==> config.mk <==
export PLATFORM = sky130hd
export DESIGN_NAME = pwp_top
export DESIGN_NICKNAME = d
export VERILOG_FILES = /design/src/pwp_pkg.sv /design/src/pwp_lane_merge.sv /design/src/pwp_gate.sv /design/src/pwp_top.sv
export VERILOG_INCLUDE_DIRS = /design/src
export SDC_FILE = /design/constraint.sdc
export NUM_CORES = 1
export LEC_CHECK = 0
export BUFFER_PORTS_ARGS = -buffer_cell sky130_fd_sc_hd__buf_2
export CAP_MARGIN = 20
export CORE_UTILIZATION = 41
export CTS_BUF_LIST = sky130_fd_sc_hd__clkbuf_2 sky130_fd_sc_hd__clkbuf_4 sky130_fd_sc_hd__clkbuf_8
export CTS_CLUSTER_SIZE = 24
export DETAILED_ROUTE_END_ITERATION = 8
export PLACE_DENSITY = 0.82
export SYNTH_ARGS = -nofsm -noshare
export SYNTH_HDL_FRONTEND = slang
export SYNTH_SLANG_ARGS = --single-unit
==> constraint.sdc <==
create_clock -name pclk -period 1.9 [get_ports pclk]
set_input_delay 0.19 -clock pclk [delete_from_list [all_inputs] [get_ports pclk]]
set_output_delay 0.19 -clock pclk [all_outputs]
set_load 0.005 [all_outputs]
==> src/pwp_params.svh <==
// Functional notes
// - Clear-view one-bit removes that protection
// - Set-view one-bit enables that protection
// - Both views read the same vector
// - Zero bits written leave protection unchanged
// - Protected write discarded, answered with error
// - Setting an already-set bit returns error
// - Clearing an already-clear bit returns error
// - Byte, halfword and word accesses all work
// - One vector at two addresses, clear 0x00
// - Bit 6 interrupt ctrl, bit 5 counter
// - Set view at 0x04, resets zero
`ifndef PWP_PARAMS_SVH
`define PWP_PARAMS_SVH

// ----------------------------------------
// Bus geometry
// ----------------------------------------
`define PWP_AW 12
`define PWP_DW 32
`define PWP_NLANE 4
`define PWP_VEC_W 8

// ----------------------------------------
// Register offsets (byte addresses)
// ----------------------------------------
`define PWP_OFS_CLR 12'h000
`define PWP_OFS_SET 12'h004
`define PWP_OFS_STATUS 12'h008
`define PWP_OFS_MASK 12'h00c

// ----------------------------------------
// Protect vector layout and reset
// ----------------------------------------
`define PWP_BIT_POWER_MANAGER 1
`define PWP_BIT_SYSTEM_CONTROL_UNIT 2
`define PWP_BIT_GENERIC_CLOCK_CTRL 3
`define PWP_BIT_WATCHDOG_TIMER 4
`define PWP_BIT_REAL_TIME_CNT 5
`define PWP_BIT_EXT_IRQ_CTRL 6
`define PWP_IMPL_MASK 8'h7e
`define PWP_PROT_RESET 8'h00

// ----------------------------------------
// Event status layout and reset
// ----------------------------------------
`define PWP_ST_W 3
`define PWP_ST_BLOCKED 0
`define PWP_ST_DBL_SET 1
`define PWP_ST_DBL_CLR 2
`define PWP_ST_RESET 3'h0
`define PWP_MASK_RESET 3'h0

`endif

==> src/pwp_pkg.sv <==
`include "pwp_params.svh"

package pwp_pkg;
	// Request from the processor towards the guarded peripherals
	typedef struct packed {
		logic valid;
		logic write;
		logic [`PWP_VEC_W-1:0] target;
	} pwp_greq_s;

	// Answer of the gate: forwarded selects and error
	typedef struct packed {
		logic [`PWP_VEC_W-1:0] fwd;
		logic err;
	} pwp_gresp_s;
endpackage

==> src/pwp_lane_merge.sv <==
`timescale 1ns/1ps

// One byte lane: write data pass only where the strobe is set
module pwp_lane_merge (
	input wire logic en,
	input wire logic strb,
	input wire logic [7:0] wdata,
	output logic [7:0] bits
);
	// Unstrobed lanes contribute no ones, so no other byte is touched
	assign bits = (en && strb) ? wdata : 8'h00;
endmodule

==> src/pwp_gate.sv <==
`timescale 1ns/1ps

// One peripheral: forward its select unless a write hits protection
module pwp_gate (
	input wire logic req_valid,
	input wire logic req_write,
	input wire logic target,
	input wire logic protect,
	output logic fwd,
	output logic blocked
);
	// Reads always pass; only writes are stopped
	assign blocked = req_valid && req_write && target && protect;
	assign fwd = req_valid && target && !blocked;
endmodule

==> src/pwp_top.sv <==
`timescale 1ns/1ps
`include "pwp_params.svh"

module pwp_top
	import pwp_pkg::*;
(
	input wire logic pclk,
	input wire logic presetn,
	input wire logic psel,
	input wire logic penable,
	input wire logic pwrite,
	input wire logic [`PWP_AW-1:0] paddr,
	input wire logic [`PWP_DW-1:0] pwdata,
	input wire logic [`PWP_NLANE-1:0] pstrb,
	output logic pready,
	output logic pslverr,
	output logic [`PWP_DW-1:0] prdata,
	input wire pwp_greq_s greq,
	output pwp_gresp_s gresp,
	output logic irq
);

	// ----------------------------------------
	// Declarations
	// ----------------------------------------
	logic [`PWP_VEC_W-1:0] protect; // Protect vector, one bit a peripheral
	logic [`PWP_VEC_W-1:0] next_protect;
	logic [`PWP_ST_W-1:0] status; // Sticky event flags
	logic [`PWP_ST_W-1:0] next_status;
	logic [`PWP_ST_W-1:0] mask; // Interrupt enables, same layout
	logic [`PWP_ST_W-1:0] next_mask;
	logic [`PWP_DW-1:0] next_prdata;
	logic setup; // First cycle of an APB transfer
	logic access; // Completing cycle of an APB transfer
	logic [`PWP_AW-1:0] waddr; // Word-aligned address
	logic hit_clr;
	logic hit_set;
	logic hit_status;
	logic hit_mask;
	logic hit_any;
	logic wr_clr; // Completing write to the clear view
	logic wr_set; // Completing write to the set view
	logic [`PWP_DW-1:0] strobed; // Write data with unstrobed lanes zeroed
	logic [`PWP_VEC_W-1:0] clr_bits;
	logic [`PWP_VEC_W-1:0] set_bits;
	logic dbl_set; // Set of an already protected bit
	logic dbl_clr; // Clear of an already unprotected bit
	logic [`PWP_VEC_W-1:0] blocked; // Per-peripheral blocked write
	logic [`PWP_ST_W-1:0] events;
	logic [`PWP_ST_W-1:0] rd_clear; // Status bits handed to software

	// ----------------------------------------
	// Bus decode
	// ----------------------------------------
	// Low address bits are ignored; pstrb alone selects the lanes and the size
	assign waddr = {paddr[`PWP_AW-1:2], 2'b00};
	assign setup = psel && !penable;
	assign access = psel && penable;
	assign hit_clr = (waddr == `PWP_OFS_CLR);
	assign hit_set = (waddr == `PWP_OFS_SET);
	assign hit_status = (waddr == `PWP_OFS_STATUS);
	assign hit_mask = (waddr == `PWP_OFS_MASK);
	assign hit_any = hit_clr || hit_set || hit_status || hit_mask;
	assign wr_clr = access && pwrite && hit_clr;
	assign wr_set = access && pwrite && hit_set;

	// ----------------------------------------
	// Byte lane merge
	// ----------------------------------------
	// Each lane is qualified by its own strobe, so 8, 16 and 32 bit
	// writes are all direct and atomic
	genvar gl;
	generate
		for (gl = 0; gl < `PWP_NLANE; gl = gl + 1) begin : g_lane
			pwp_lane_merge u_lane (
				.en(access && pwrite),
				.strb(pstrb[gl]),
				.wdata(pwdata[gl*8 +: 8]),
				.bits(strobed[gl*8 +: 8])
			);
		end
	endgenerate

	// Only assigned bits ever take a one; the rest stay zero
	assign clr_bits = wr_clr ? (strobed[`PWP_VEC_W-1:0] & `PWP_IMPL_MASK)
		: `PWP_PROT_RESET;
	assign set_bits = wr_set ? (strobed[`PWP_VEC_W-1:0] & `PWP_IMPL_MASK)
		: `PWP_PROT_RESET;

	// ----------------------------------------
	// Double protect and unprotect checks
	// ----------------------------------------
	// A bad bit in the write still lets the other bits take effect
	assign dbl_set = |(set_bits & protect);
	assign dbl_clr = |(clr_bits & ~protect);

	// ----------------------------------------
	// Peripheral write gates
	// ----------------------------------------
	genvar gp;
	generate
		for (gp = 0; gp < `PWP_VEC_W; gp = gp + 1) begin : g_gate
			pwp_gate u_gate (
				.req_valid(greq.valid),
				.req_write(greq.write),
				.target(greq.target[gp]),
				.protect(protect[gp]),
				.fwd(gresp.fwd[gp]),
				.blocked(blocked[gp])
			);
		end
	endgenerate

	// Error goes straight back so the processor takes its exception
	assign gresp.err = |blocked;

	// ----------------------------------------
	// Protect vector next state
	// ----------------------------------------
	// Zero bits in either view leave the vector alone, so software
	// never needs a read-modify-write
	always_comb begin
		next_protect = (protect & ~clr_bits) | set_bits;
	end

	// Reset leaves every peripheral unprotected
	always_ff @(posedge pclk or negedge presetn) begin
		if (!presetn) begin
			protect <= `PWP_PROT_RESET;
		end else begin
			protect <= next_protect;
		end
	end

	// ----------------------------------------
	// Event status and interrupt mask
	// ----------------------------------------
	assign events[`PWP_ST_BLOCKED] = |blocked;
	assign events[`PWP_ST_DBL_SET] = dbl_set;
	assign events[`PWP_ST_DBL_CLR] = dbl_clr;

	// Only bits already captured in prdata are cleared by the read, so
	// an event landing during the transfer is kept for the next read
	assign rd_clear = (access && !pwrite && hit_status)
		? prdata[`PWP_ST_W-1:0] : `PWP_ST_RESET;

	always_comb begin
		// Set wins over the read clear
		next_status = (status & ~rd_clear) | events;
		next_mask = mask;
		if (access && pwrite && hit_mask) begin
			next_mask = strobed[`PWP_ST_W-1:0];
			if (!pstrb[0]) begin
				// Mask lives in lane 0; other lanes do not touch it
				next_mask = mask;
			end
		end
	end

	always_ff @(posedge pclk or negedge presetn) begin
		if (!presetn) begin
			status <= `PWP_ST_RESET;
			mask <= `PWP_MASK_RESET;
		end else begin
			status <= next_status;
			mask <= next_mask;
		end
	end

	// Level interrupt while any enabled flag stands
	assign irq = |(status & mask);

	// ----------------------------------------
	// Read data
	// ----------------------------------------
	// Read data is captured in the setup cycle so it comes from a
	// flop, yet the transfer still needs no wait state
	always_comb begin
		next_prdata = prdata;
		if (setup) begin
			next_prdata = '0;
			if (hit_clr || hit_set) begin
				next_prdata[`PWP_VEC_W-1:0] = protect;
			end else if (hit_status) begin
				next_prdata[`PWP_ST_W-1:0] = status;
			end else if (hit_mask) begin
				next_prdata[`PWP_ST_W-1:0] = mask;
			end else begin
				// Unmapped reads return zero with an error
				next_prdata = '0;
			end
		end
	end

	always_ff @(posedge pclk or negedge presetn) begin
		if (!presetn) begin
			prdata <= '0;
		end else begin
			prdata <= next_prdata;
		end
	end

	// ----------------------------------------
	// Transfer answer
	// ----------------------------------------
	// Every access completes in its first access cycle
	assign pready = 1'b1;

	// Error on unmapped address or on a double protect or unprotect
	assign pslverr = access && (!hit_any || dbl_set || dbl_clr);
endmodule

==> results.md <==
- Status: finished, final reports clean
- Global route overflow: 0
- CP endpoint kind: output port
- Starting Density: 0.427
- Largest net degree at the start of global routing: 20
- Worst setup slack after layout: 0.00537 ns
- Slew Limit Fails: 0
- Num Clock Sinks: 19
- WL per Instance: 12.1 µm
- Top post-synthesis cells by area: dfrtp_1 (33%), buf_4 (18%), mux2_4 (6.3%)
- Num rows: 21
- Placed inst area: 1590 µm²
- Area share of the largest cell type after synthesis: 0.334
- Met2 track demand over resource: 0.286
- CTS Root Cell: clkbuf_4
- Routed WL: 3010 µm
- H-Tree Depth: 1
- WP data required: 1.71 ns
- Leakage: 0.000901 µW
- Final instance area: 1630 µm²
- Vias/cell: 4.76
- Layout Area Growth over Synthesis: 14.8%
- Max Clock Freq: 528 MHz
- Dpl hpwl: 2340 µm
- First-pass GRT wire length: 4760 µm
- All-Layer GR Usage: 0.174
- Die Area: 3710 µm²
- Number of global-route vias before repair: 1,039
- Core area: 3340 µm²
- Iter 0 DRT Violations: 25
- Max clock buf depth: 2
- Final min period: 1.89 ns
- Critical Path Start Type: flip-flop
- Proportion of layout cells with a drive suffix above 1: 0.401
- Power Density: 460 nW/µm²
- CTS buffer count: 3
- Max VDD drop: 0.000157 V
- Total power: 751 µW
- Total setup buffers inserted after CTS: 0
- Dpl ws: 0.273 ns
- Initial antenna violation count: 0
- Netlist area before placement: 1420 µm²
- Area leader, netlist: dfrtp_1
- GP Congestion: 0.832
- Diodes inserted: 0
- Hold crit path type: input port to flip-flop
- Sequential power share: 0.543
- Initial DRT Pass Iterations: 4
- Comb pwr share: 0.165
- #FFs+latches synth: 19
- Fill cells: 335
- Top-count cell post-synth: buf_4
- Switch share: 0.265
- Setup TNS Final: 0 ns
- Syn Area/Cell: 9.19 µm²
- Skew final: 0.00367 ns
- GR Util met3: 0.0299
- Setup CP Type: flip-flop to output port
- Worst-path clk slew: 0.11 ns
- I/O Buffers: 50
- Die X: 60.9 µm
- Arrival time worst endpoint: 1.70 ns
- # setup viols final: 0
- Ports: 107
- Synthesis Warnings: 0
- Antenna-violating nets left: 0
- Commonest cells in the netlist: buf_4 (34), dfrtp_1 (19), nand2_1 (14)
- Psw: 199 µW
- Number of enable flip-flop cells after synthesis: 0
- Busiest grt layer: met2
- Power share of the clock group: 0.292
- GR met1 Demand/Resource: 0.227
- Nets@finish: 266
- RSZ-0062 raised after global routing: yes
- Int Pwr: 552 µW
- Vias: 1,180
- Mapped Cells: 155
- Most used DFF post-synth: dfrtp_1
- Final Cycle Share: 0.997
- Chip height: 60.9 µm
- Max-Cap Viols: 0
- Netlist cell types: 34
- Final hold vios: 0
- Asr flop ratio synth: 1.00
- TritonCTS clock tree: built
- Sequential share of the synthesized area: 0.334
- Worst-Skew Late Latency: 0.29 ns
- DRC Markers: 0
- Worst Path Max Fanout: 2
==> cell families (layout without fill, tap and decap cells) <==
family	Yosys count	in the layout	synth area share
AOI/OAI and AO/OA	32	32	0.149
DFF	19	19	0.334
other	2	26	0.00527
buffers and inverters	49	72	0.225
muxes	12	12	0.109
and+or+nand+nor	41	41	0.178
==> per-layer routing <==
metal / vias to the layer above / share of wire
li1: 575 / -
met1: 551 / 0.45
met2: 48 / 0.49
met3: 6 / 0.042
met4: 0 / 0.018
met5: - / 0
==> state kept, by name (all words and copies together) (netlist names) <==
signal   cells
status       3
protect      6
prdata       7
mask         3
==> path summary, 6_finish.rpt <==
path | startpoint | endpoint | slack, ns | cells past startpoint
min in group asynchronous | presetn | prdata[4] | 0.37 | 2
max in group asynchronous | presetn | protect[5] | 1.21 | 2
hold reg to reg | prdata[4] | prdata[4] | 0.51 | 1
setup / recovery | protect[6] | pslverr | 0.005 | 4
hold / removal | pwdata[0] | mask[0] | 0.11 | 2
setup reg to reg | protect[1] | status[0] | 0.72 | 4
==> critical path, stage by stage (launching register included) <==
cell and delay, ns:
dfrtp_1 0.37, o22ai_1 0.09, or4_1 0.52, a32o_2 0.30, buf_2 0.13
==> power groups by stage <==
stage,clock network [µW],logic (µW),registers [µW]
floorplan,0,101,415
detailed placement,0,122,415
CTS,227,124,407
global route,243,143,408
finish,219,124,407
global placement,0,119,415
==> layout make-up <==
class	count	area [µm²]	area share
inverters	10	37.5	0.0230
repair buffers	58	313	0.191
multi-input cells	111	719	0.440
well taps	46	57.6	0.0352
flip-flops and latches	19	477	0.292
clock buffers	4	30.0	0.0184
==> stage by stage <==
step	instances	util	hold WS, ns
finish	248	0.490	0.111
global route	248	0.490	0.111
CTS	248	0.489	0.108
detailed placement	243	0.477	0.147
global placement	243	0.477	0.142
floorplan	179	-	-0.106
==> layout by cell type, fill, tap and decap left out, drive strengths merged <==
cell type	count
buf	57
nand4	3
inv	10
mux2	10
nand2b	2
a32o	1
nand3	4
a22oi	6
or4	1
clkbuf	4
dlygate4sd3	1
o21ai	7
o22ai	3
and4b	1
nand2	20
and3	1
a22o	4
nor2	2
a31oi	1
nor3	1
a222oi	1
and2	3
mux2i	2
o31ai	3
a21oi	6
and4	1
nor4	2
dfrtp	19
conb	26
==> what timing repair did <==
action	in CTS	in global routing
endpoints found under the setup margin	1	1
pin swaps	0	0
endpoints found under the hold margin	19	0
resized for setup	1	1
hold buffers	1	0
Note: power is estimated with default switching activity, not from simulation.
